[src/lpso_defines.vh]
`ifndef LPSO_DEFINES_VH
`define LPSO_DEFINES_VH

// Register byte addresses
`define LPSO_OFF_FRAME_CFG 8'h0F
`define LPSO_OFF_DISP 8'h10
`define LPSO_OFF_BCNT 8'h11
`define LPSO_OFF_CCNT 8'h12
`define LPSO_OFF_FSTA 8'h13
`define LPSO_OFF_BOFS 8'h14
`define LPSO_OFF_ROFS 8'h15
`define LPSO_OFF_GOFS 8'h16
`define LPSO_OFF_BLOFS 8'h17
`define LPSO_OFF_STAT_W 8'h18
`define LPSO_OFF_OFS_W 8'h1C
`define LPSO_OFF_ROW_SEL 8'h20
`define LPSO_OFF_IRQ_MASK 8'h21
`define LPSO_OFF_CTRL 8'h22

// Display status fields
`define LPSO_BIT_FLAG 7
`define LPSO_BIT_FORCE 6
`define LPSO_BIT_IDLE 4

// Frame configuration fields
`define LPSO_INH_HI 7
`define LPSO_INH_LO 4
`define LPSO_REP_HI 2
`define LPSO_REP_LO 0

// Frame status fields
`define LPSO_FSTA_REP_HI 6
`define LPSO_FSTA_REP_LO 4
`define LPSO_FSTA_INH_HI 3
`define LPSO_FSTA_INH_LO 0

// Control fields
`define LPSO_BIT_RUN 0
`define LPSO_DIV_HI 2
`define LPSO_DIV_LO 1

// Counts and reset values
`define LPSO_CNT_MAX 8'hFF
`define LPSO_RST_BYTE 8'h00
`define LPSO_RST_WORD 32'h0000_0000
`define LPSO_RST_IDLE 1'b1
`define LPSO_RST_DIV 2'h0
`define LPSO_RST_REP 3'h0
`define LPSO_RST_INH 4'h0

`endif

[src/lpso_tick_div.v]
`timescale 1ns/1ps
`include "lpso_defines.vh"

module lpso_tick_div (
  clk,
  nrst,
  en,
  div,
  tick
);
  input wire clk;
  input wire nrst;
  input wire en;
  input wire [1:0] div;
  output reg tick;

  reg [1:0] cnt_r;

  // Divide by div+1; one-cycle enable for the brightness reference
  always @(posedge clk or negedge nrst) begin
    if (!nrst) begin
      cnt_r <= `LPSO_RST_DIV;
      tick <= 1'b0;
    end else if (!en) begin
      cnt_r <= `LPSO_RST_DIV;
      tick <= 1'b0;
    end else if (cnt_r >= div) begin
      cnt_r <= `LPSO_RST_DIV;
      tick <= 1'b1;
    end else begin
      cnt_r <= cnt_r + 2'h1;
      tick <= 1'b0;
    end
  end
endmodule

[src/lpso_ofs_add.v]
`timescale 1ns/1ps
`include "lpso_defines.vh"

module lpso_ofs_add (
  clk,
  nrst,
  load,
  data,
  ofs,
  value_r
);
  input wire clk;
  input wire nrst;
  input wire load;
  input wire [7:0] data;
  input wire [7:0] ofs;
  output reg [7:0] value_r;

  wire [9:0] sum;

  assign sum = {2'b00, data} + {{2{ofs[7]}}, ofs};

  // Saturate rather than wrap, so a dim pixel never flips to full
  always @(posedge clk or negedge nrst) begin
    if (!nrst) begin
      value_r <= `LPSO_RST_BYTE;
    end else if (load) begin
      if (sum[9]) begin
        value_r <= `LPSO_RST_BYTE;
      end else if (sum[8]) begin
        value_r <= `LPSO_CNT_MAX;
      end else begin
        value_r <= sum[7:0];
      end
    end
  end
endmodule

[src/lpso_status_offset.v]
// Strobed register access was chosen for this implementation.
`timescale 1ns/1ps
`include "lpso_defines.vh"

module lpso_status_offset (
  clk,
  nrst,
  bus_addr,
  bus_wdata,
  bus_wr,
  bus_rd,
  bus_rdata,
  load_stb,
  load_bright,
  load_red,
  load_green,
  load_blue,
  row_sel,
  led_bright_on,
  led_red_on,
  led_green_on,
  led_blue_on,
  row_active,
  irq
);
  input wire clk;
  input wire nrst;
  input wire [7:0] bus_addr;
  input wire [31:0] bus_wdata;
  input wire bus_wr;
  input wire bus_rd;
  output reg [31:0] bus_rdata;
  input wire load_stb;
  input wire [7:0] load_bright;
  input wire [7:0] load_red;
  input wire [7:0] load_green;
  input wire [7:0] load_blue;
  output reg [7:0] row_sel;
  output reg led_bright_on;
  output reg led_red_on;
  output reg led_green_on;
  output reg led_blue_on;
  output reg row_active;
  output wire irq;

  localparam [2:0] ST_IDLE = 3'b001;
  localparam [2:0] ST_PWM = 3'b010;
  localparam [2:0] ST_SWITCH = 3'b100;

  function hit;
    input [7:0] a;
    input [7:0] off;
    begin
      hit = (a == off);
    end
  endfunction

  function lit;
    input on;
    input [7:0] cnt;
    input [7:0] lvl;
    begin
      lit = on && (cnt < lvl);
    end
  endfunction

  // Software state
  reg [7:0] frame_cfg_r;
  reg [7:0] irq_mask_r;
  reg [7:0] ctrl_r;
  reg [31:0] ofs_r;
  reg flag_r;
  reg flag_nxt;

  // Sequencer state
  reg [2:0] state_r;
  reg [2:0] state_nxt;
  reg [7:0] bright_cnt_r;
  reg [7:0] colour_cnt_r;
  reg [2:0] repeat_idx_r;
  reg [3:0] switch_cnt_r;
  reg [7:0] bright_cnt_nxt;
  reg [7:0] colour_cnt_nxt;
  reg [2:0] repeat_idx_nxt;
  reg [3:0] switch_cnt_nxt;
  reg row_end;

  wire tick;
  wire run;
  wire bright_wrap;
  wire colour_wrap;
  wire [3:0] inh_set;
  wire [2:0] rep_set;
  wire wr_disp;
  wire wr_row_sel;
  wire wr_frame_cfg;
  wire wr_irq_mask;
  wire wr_ctrl;
  wire wr_bofs;
  wire wr_rofs;
  wire wr_gofs;
  wire wr_blofs;
  wire wr_ofs_w;
  wire flag_force_set;
  wire flag_w1c;
  wire in_pwm;
  wire [7:0] disp_byte;
  wire [7:0] fsta_byte;
  wire [31:0] stat_word;
  wire [31:0] ch_data;
  wire [31:0] ch_value;

  assign run = ctrl_r[`LPSO_BIT_RUN];
  assign inh_set = frame_cfg_r[`LPSO_INH_HI:`LPSO_INH_LO];
  assign rep_set = frame_cfg_r[`LPSO_REP_HI:`LPSO_REP_LO];
  assign bright_wrap = tick && (bright_cnt_r == `LPSO_CNT_MAX);
  assign colour_wrap = bright_wrap && (colour_cnt_r == `LPSO_CNT_MAX);
  assign wr_disp = bus_wr && (hit(bus_addr, `LPSO_OFF_DISP) || hit(bus_addr, `LPSO_OFF_STAT_W));
  assign wr_row_sel = bus_wr && hit(bus_addr, `LPSO_OFF_ROW_SEL);
  assign wr_frame_cfg = bus_wr && hit(bus_addr, `LPSO_OFF_FRAME_CFG);
  assign wr_irq_mask = bus_wr && hit(bus_addr, `LPSO_OFF_IRQ_MASK);
  assign wr_ctrl = bus_wr && hit(bus_addr, `LPSO_OFF_CTRL);
  assign wr_bofs = bus_wr && hit(bus_addr, `LPSO_OFF_BOFS);
  assign wr_rofs = bus_wr && hit(bus_addr, `LPSO_OFF_ROFS);
  assign wr_gofs = bus_wr && hit(bus_addr, `LPSO_OFF_GOFS);
  assign wr_blofs = bus_wr && hit(bus_addr, `LPSO_OFF_BLOFS);
  assign wr_ofs_w = bus_wr && hit(bus_addr, `LPSO_OFF_OFS_W);
  assign flag_force_set = wr_disp && bus_wdata[`LPSO_BIT_FORCE];
  assign flag_w1c = wr_disp && bus_wdata[`LPSO_BIT_FLAG];
  // One-hot state, so a single compare decides normal PWM
  assign in_pwm = (state_r == ST_PWM);

  lpso_tick_div u_div (
    .clk(clk),
    .nrst(nrst),
    .en(run),
    .div(ctrl_r[`LPSO_DIV_HI:`LPSO_DIV_LO]),
    .tick(tick)
  );

  // Register writes
  always @(posedge clk or negedge nrst) begin
    if (!nrst) begin
      frame_cfg_r <= `LPSO_RST_BYTE;
      irq_mask_r <= `LPSO_RST_BYTE;
      ctrl_r <= `LPSO_RST_BYTE;
      ofs_r <= `LPSO_RST_WORD;
      row_sel <= `LPSO_RST_BYTE;
    end else if (bus_wr) begin
      if (wr_frame_cfg)
        frame_cfg_r <= bus_wdata[7:0];
      if (wr_irq_mask)
        irq_mask_r <= bus_wdata[7:0];
      if (wr_ctrl)
        ctrl_r <= bus_wdata[7:0];
      if (wr_row_sel)
        row_sel <= bus_wdata[7:0];
      if (wr_bofs)
        ofs_r[7:0] <= bus_wdata[7:0];
      if (wr_rofs)
        ofs_r[15:8] <= bus_wdata[7:0];
      if (wr_gofs)
        ofs_r[23:16] <= bus_wdata[7:0];
      if (wr_blofs)
        ofs_r[31:24] <= bus_wdata[7:0];
      if (wr_ofs_w)
        ofs_r <= bus_wdata;
    end
  end

  // Row-end flag: any set beats a clear in the same cycle
  always @* begin
    flag_nxt = flag_r;
    if (flag_w1c)
      flag_nxt = 1'b0;
    if (wr_row_sel)
      flag_nxt = 1'b0;
    if (row_end)
      flag_nxt = 1'b1;
    if (flag_force_set)
      flag_nxt = 1'b1;
  end

  always @(posedge clk or negedge nrst) begin
    if (!nrst)
      flag_r <= 1'b0;
    else
      flag_r <= flag_nxt;
  end

  assign irq = flag_r && irq_mask_r[`LPSO_BIT_FLAG];

  // Scan sequencer
  always @* begin
    state_nxt = state_r;
    bright_cnt_nxt = bright_cnt_r;
    colour_cnt_nxt = colour_cnt_r;
    repeat_idx_nxt = repeat_idx_r;
    switch_cnt_nxt = switch_cnt_r;
    row_end = 1'b0;
    case (state_r)
      ST_IDLE: begin
        bright_cnt_nxt = `LPSO_RST_BYTE;
        colour_cnt_nxt = `LPSO_RST_BYTE;
        repeat_idx_nxt = `LPSO_RST_REP;
        switch_cnt_nxt = `LPSO_RST_INH;
        if (run)
          state_nxt = ST_PWM;
      end
      ST_PWM: begin
        if (tick)
          bright_cnt_nxt = bright_cnt_r + 8'h01;
        if (bright_wrap)
          colour_cnt_nxt = colour_cnt_r + 8'h01;
        if (colour_wrap) begin
          if (repeat_idx_r == rep_set) begin
            repeat_idx_nxt = `LPSO_RST_REP;
            switch_cnt_nxt = `LPSO_RST_INH;
            row_end = 1'b1;
            state_nxt = ST_SWITCH;
          end else begin
            repeat_idx_nxt = repeat_idx_r + 3'h1;
          end
        end
        if (!run)
          state_nxt = ST_IDLE;
      end
      ST_SWITCH: begin
        if (tick)
          bright_cnt_nxt = bright_cnt_r + 8'h01;
        if (bright_wrap) begin
          if (switch_cnt_r == inh_set) begin
            switch_cnt_nxt = `LPSO_RST_INH;
            colour_cnt_nxt = `LPSO_RST_BYTE;
            state_nxt = ST_PWM;
          end else begin
            switch_cnt_nxt = switch_cnt_r + 4'h1;
          end
        end
        if (!run)
          state_nxt = ST_IDLE;
      end
      default: begin
        state_nxt = ST_IDLE;
      end
    endcase
  end

  always @(posedge clk or negedge nrst) begin
    if (!nrst) begin
      state_r <= ST_IDLE;
      bright_cnt_r <= `LPSO_RST_BYTE;
      colour_cnt_r <= `LPSO_RST_BYTE;
      repeat_idx_r <= `LPSO_RST_REP;
      switch_cnt_r <= `LPSO_RST_INH;
    end else begin
      state_r <= state_nxt;
      bright_cnt_r <= bright_cnt_nxt;
      colour_cnt_r <= colour_cnt_nxt;
      repeat_idx_r <= repeat_idx_nxt;
      switch_cnt_r <= switch_cnt_nxt;
    end
  end

  // Offset adders, one per channel: brightness, red, green, blue
  assign ch_data = {load_blue, load_green, load_red, load_bright};

  genvar gi;
  generate
    for (gi = 0; gi < 4; gi = gi + 1) begin : g_ch
      lpso_ofs_add u_add (
        .clk(clk),
        .nrst(nrst),
        .load(load_stb),
        .data(ch_data[gi*8+7:gi*8]),
        .ofs(ofs_r[gi*8+7:gi*8]),
        .value_r(ch_value[gi*8+7:gi*8])
      );
    end
  endgenerate

  // Drive outputs; columns dark outside normal PWM
  always @(posedge clk or negedge nrst) begin
    if (!nrst) begin
      led_bright_on <= 1'b0;
      led_red_on <= 1'b0;
      led_green_on <= 1'b0;
      led_blue_on <= 1'b0;
      row_active <= 1'b0;
    end else begin
      row_active <= in_pwm;
      led_bright_on <= lit(in_pwm, bright_cnt_r, ch_value[7:0]);
      led_red_on <= lit(in_pwm, colour_cnt_r, ch_value[15:8]);
      led_green_on <= lit(in_pwm, colour_cnt_r, ch_value[23:16]);
      led_blue_on <= lit(in_pwm, colour_cnt_r, ch_value[31:24]);
    end
  end

  // Read views
  assign disp_byte = {flag_r, 2'b00, ~in_pwm, 4'h0};
  assign fsta_byte = {1'b0, repeat_idx_r, switch_cnt_r};
  assign stat_word = {fsta_byte, colour_cnt_r, bright_cnt_r, disp_byte};

  always @(posedge clk or negedge nrst) begin
    if (!nrst) begin
      bus_rdata <= `LPSO_RST_WORD;
    end else if (bus_rd) begin
      case (bus_addr)
        `LPSO_OFF_FRAME_CFG: bus_rdata <= {24'h000000, frame_cfg_r[7:4], 1'b0, frame_cfg_r[2:0]};
        `LPSO_OFF_DISP: bus_rdata <= {24'h000000, disp_byte};
        `LPSO_OFF_BCNT: bus_rdata <= {24'h000000, bright_cnt_r};
        `LPSO_OFF_CCNT: bus_rdata <= {24'h000000, colour_cnt_r};
        `LPSO_OFF_FSTA: bus_rdata <= {24'h000000, fsta_byte};
        `LPSO_OFF_BOFS: bus_rdata <= {24'h000000, ofs_r[7:0]};
        `LPSO_OFF_ROFS: bus_rdata <= {24'h000000, ofs_r[15:8]};
        `LPSO_OFF_GOFS: bus_rdata <= {24'h000000, ofs_r[23:16]};
        `LPSO_OFF_BLOFS: bus_rdata <= {24'h000000, ofs_r[31:24]};
        `LPSO_OFF_STAT_W: bus_rdata <= stat_word;
        `LPSO_OFF_OFS_W: bus_rdata <= ofs_r;
        `LPSO_OFF_ROW_SEL: bus_rdata <= {24'h000000, row_sel};
        `LPSO_OFF_IRQ_MASK: bus_rdata <= {24'h000000, irq_mask_r};
        `LPSO_OFF_CTRL: bus_rdata <= {24'h000000, ctrl_r};
        default: bus_rdata <= `LPSO_RST_WORD;
      endcase
    end else begin
      bus_rdata <= `LPSO_RST_WORD;
    end
  end
endmodule

[config.mk]
export PLATFORM = sky130hd
export DESIGN_NAME = lpso_status_offset
export DESIGN_NICKNAME = d
export VERILOG_FILES = /design/src/lpso_tick_div.v /design/src/lpso_ofs_add.v /design/src/lpso_status_offset.v
export VERILOG_INCLUDE_DIRS = /design/src
export SDC_FILE = /design/constraint.sdc
export NUM_CORES = 1
export LEC_CHECK = 0
export ABC_CLOCK_PERIOD_IN_PS = 3100
export BUFFER_PORTS_ARGS = -buffer_cell sky130_fd_sc_hd__buf_2
export CELL_PAD_IN_SITES_DETAIL_PLACEMENT = 0
export CELL_PAD_IN_SITES_GLOBAL_PLACEMENT = 1
export CORE_ASPECT_RATIO = 1.1
export CORE_UTILIZATION = 50
export CTS_BUF_LIST = sky130_fd_sc_hd__clkbuf_4 sky130_fd_sc_hd__clkbuf_8
export DETAILED_ROUTE_END_ITERATION = 10
export MAX_ROUTING_LAYER = met4
export PLACE_DENSITY = 0.94
export SYNTH_ARGS = -nofsm -noshare
export SYNTH_HDL_FRONTEND = slang
export SYNTH_SLANG_ARGS = --single-unit
[constraint.sdc]
create_clock -name clk -period 3.1 [get_ports clk]
set_input_delay 0.31 -clock clk [delete_from_list [all_inputs] [get_ports clk]]
set_output_delay 0.31 -clock clk [all_outputs]
set_load 0.005 [all_outputs]
==> flow_summary.json <==
{
  "outcome": "complete, no violations",
  "critPathMaxFanout": 8,
  "cts_sinks": 162,
  "ios": 123,
  "grt_overflow_total": 0,
  "worst_r2r_path_depth": 8,
  "powerDensity_nw_per_um2": 479,
  "ys_seq_area_frac": 0.416,
  "diodes": 0,
  "fin_nets": 1284,
  "critPathSlowestCell": "dfrtp_1",
  "setup-tns-final_ps": 0,
  "p_int_mw": 3.70,
  "cpMostUsedCell": "o21ai_0",
  "initial_utilization": 0.510,
  "dp_hpwl_mm": 20.5,
  "tritoncts": "done",
  "grt_max_degree": 64,
  "hold_depth": 3,
  "vias": 8531,
  "place_inst": 1360,
  "drc": 0,
  "nFillCells": 1664,
  "cp_cell_sequence": "ha_1 -> fa_1 -> a21oi_1 -> nand4b_1 -> a31oi_1 -> xnor2_1 -> o21ai_0 -> o21ai_0",
  "vdd_drop_max_v": 0.000272,
  "setup_viol": 0,
  "multi_input_area_um2": 5320,
  "grt_pass1_wl_mm": 43.5,
  "port_buffers": 122,
  "wl_per_cell_um": 20.0,
  "critPathRequiredTime_ps": 3480,
  "cts_root_buf": "clkbuf_8",
  "seqCellArea_um2": 4060,
  "synth-main-ff-cell": "dfrtp_1",
  "totalPowerFinal_mw": 5.33,
  "crit_arrival_ps": 2830,
  "comb_power_share": 0.214,
  "yosys.area_share.simple": 0.130,
  "synth_area_per_cell_um2": 9.63,
  "yosysMostFrequentCell": "dfrtp_1",
  "slew_headroom": 0.566,
  "synth-xor-area-share": 0.0431,
  "synth.distinct_cells": 57,
  "viasPerCell": 6.13,
  "clockPowerShare": 0.326,
  "sequentialPowerShare": 0.459,
  "fp-row-count": 53,
  "synth_top_area_cell": "dfrtp_1",
  "numCtsBuffers": 17,
  "finClkSkew_ps": 14.3,
  "final_layout_size_suffix_gt1_frac": 0.210,
  "p_sw_mw": 1.63,
  "yosys.area_share.adder": 0.0981,
  "grt_pass1_vias": 8013,
  "timing.rr.end": "g_ch[2].u_add.value_r[4]",
  "syn-instance-count": 1012,
  "min_from": "bus_wdata[29]",
  "wl_mm": 27.9,
  "muxShareOfSynthArea": 0.0868,
  "syn_nets": 1163,
  "ys_ff_latch": 162,
  "dr.pass1.iters": 9,
  "min_period_over_period": 0.792,
  "yosysTopAreaCellShare": 0.413,
  "synth_top_family_by_area": "compound AO/OA/AOI/OAI gates",
  "drt_iter0_markers": 782,
  "drv_cap": 0,
  "synth_compound_gate_area_share": 0.187,
  "place.gp.congestion": 0.973,
  "hold_path_class": "input port to flip-flop",
  "htree_levels": 4,
  "hold_end": "ofs_r[29]",
  "r2r_start": "ofs_r[16]",
  "fin_crit_ps": 2460,
  "cts.clk_slew.worst_paths_ps": 90,
  "cts_setup_buffers": 0,
  "place_ws_ps": 509,
  "worstSetupPathType": "flip-flop to flip-flop",
  "synth_edf_count": 0,
  "die_area_um2": 20100,
  "cp-end-kind": "flip-flop",
  "yosys_warnings": 0,
  "max_freq_mhz": 407,
  "drtAntennaViolNets": 0,
  "fp.dieW_um": 135,
  "rsz0062_at_grt": "false",
  "slew_viol_final": 0,
  "p_leak_nw": 5.35,
  "coreArea_um2": 19100,
  "syn_to_final_growth_pct": 14.2,
  "async_flop_share": 1.00,
  "antenna_found_initial": 0,
  "p_sw_frac": 0.306,
  "fp.dieH_um": 148,
  "fin_util": 0.583,
  "cpPeakStageDelay_ps": 480,
  "hold_viol_final": 0,
  "clk_latency_ps": 470,
  "cts-resized-gates": 0,
  "synthTopCellsByCount": "161 x dfrtp_1, 115 x o21ai_0, 84 x nor2_1",
  "cp-start-kind": "flip-flop",
  "cts_buffer_depth": 2,
  "fin_cells": 1392,
  "grt.total_usage": 0.297,
  "synthTopCellsByArea": "dfrtp_1 41%, ha_1 9.0%, o21ai_0 5.9%, mux2_2 5.8%, nor2_1 3.2%",
  "rrSetupSlack_ps": 640,
  "syn_area_um2": 9750,
  "worstMarginPinSlew_ps": 643,
  "finalWorstSetupSlack_ps": 644
}
## cell usage in the layout, fill, tap and decap left out, types with 7 or more instances in the layout
master / Yosys / layout
dfrtp_1: 161 / 161
buf_2: 10 / 121
o21ai_0: 115 / 115
nor2_1: 84 / 84
ha_1: 70 / 70
nand2_1: 69 / 69
inv_1: 50 / 50
mux2_2: 50 / 50
a21oi_1: 36 / 36
a22oi_1: 35 / 35
nand3_1: 28 / 28
mux2i_1: 26 / 26
xnor2_1: 26 / 26
buf_4: 2 / 23
xor2_1: 22 / 22
o22ai_1: 21 / 21
clkbuf_8: 0 / 19
nor3_1: 15 / 15
nor2b_1: 13 / 13
nand2b_1: 11 / 11
a31oi_1: 11 / 11
a22o_1: 10 / 10
a21boi_0: 9 / 9
a32oi_1: 8 / 8
and3_1: 8 / 8
a21o_1: 7 / 7
## sequential cells by signal, indices dropped and copies added, names as in the netlist, 2 cells and up
name and flops:
bright_cnt_r 8, state_r 3, row_sel 8, irq_mask_r 8, u_div.cnt_r 2, g_ch.u_add.value_r 32
switch_cnt_r 4, colour_cnt_r 8, ofs_r 32, ctrl_r 8, repeat_idx_r 3, bus_rdata 32
frame_cfg_r 7
## per-stage QoR
step / hold slack [ps] / instance area (um2)
floorplan: 14.4 / 9750
global placement: 340 / 10700
detailed placement: 340 / 10700
CTS: 74.4 / 11100
global route: 100 / 11100
finish: 93.2 / 11100
## power groups by stage
stage	clock (mW)	combinational, mW	sequential (mW)
after floorplan	0	0.776	2.42
after global placement	0	1.11	2.48
after detailed placement	0	1.13	2.49
after CTS	1.75	1.14	2.45
after global routing	1.84	1.29	2.47
final	1.74	1.14	2.45
## per-layer routing
layer  wire length [um]  part of all wire  global-route usage
met5                  0                 0                   -
met4               1370             0.049               0.143
met3               2100             0.075              0.0494
met2              13000              0.46               0.463
met1              11500              0.41               0.376
## how the worst max path moves through the flow
stage	to	slack, ps	from	depth (start not counted)
after global placement	ofs_r[18]	550	bus_addr[5]	7
after CTS	g_ch[3].u_add.value_r[3]	630	ofs_r[24]	8
after detailed placement	ofs_r[16]	510	bus_addr[5]	7
after global routing	colour_cnt_r[2]	360	bright_cnt_r[1]	7
final	g_ch[2].u_add.value_r[4]	640	ofs_r[16]	8
after floorplan	ofs_r[21]	970	bus_addr[5]	9
## what timing repair did
item	in CTS	in global routing
endpoints found under the setup margin	0	0
endpoints found under the hold margin	58	0
hold buffers	1	0
## area by class of cell
class	count	share of cell area
clock buffers	22	0.0255
clock inverters	9	0.0138
inverters	50	0.0169
multi-input cells	755	0.478
flip-flops and latches	162	0.364
well taps	247	0.0278
repair buffers	147	0.0736
## kinds of logic (layout without fill, tap and decap cells)
logic type	count (synthesis)	after routing
buffers and inverters	95	228
and+or+nand+nor	265	265
muxes	77	77
xor gates and xnor gates	48	48
adders and majority gates	74	74
DFF	162	162
AOI/OAI and AO/OA	291	291
## worst max-delay path: cells and delay by family (launching register included)
kind                     cells  cell delay [ps]
adder cells (fa/ha/maj)      2              660
AND/OR/NAND/NOR              1              170
flip-flops                   1              480
AO/OA/AOI/OAI                4              610
XOR/XNOR                     1              440
No activity file was read; power rests on OpenSTA's default activity.
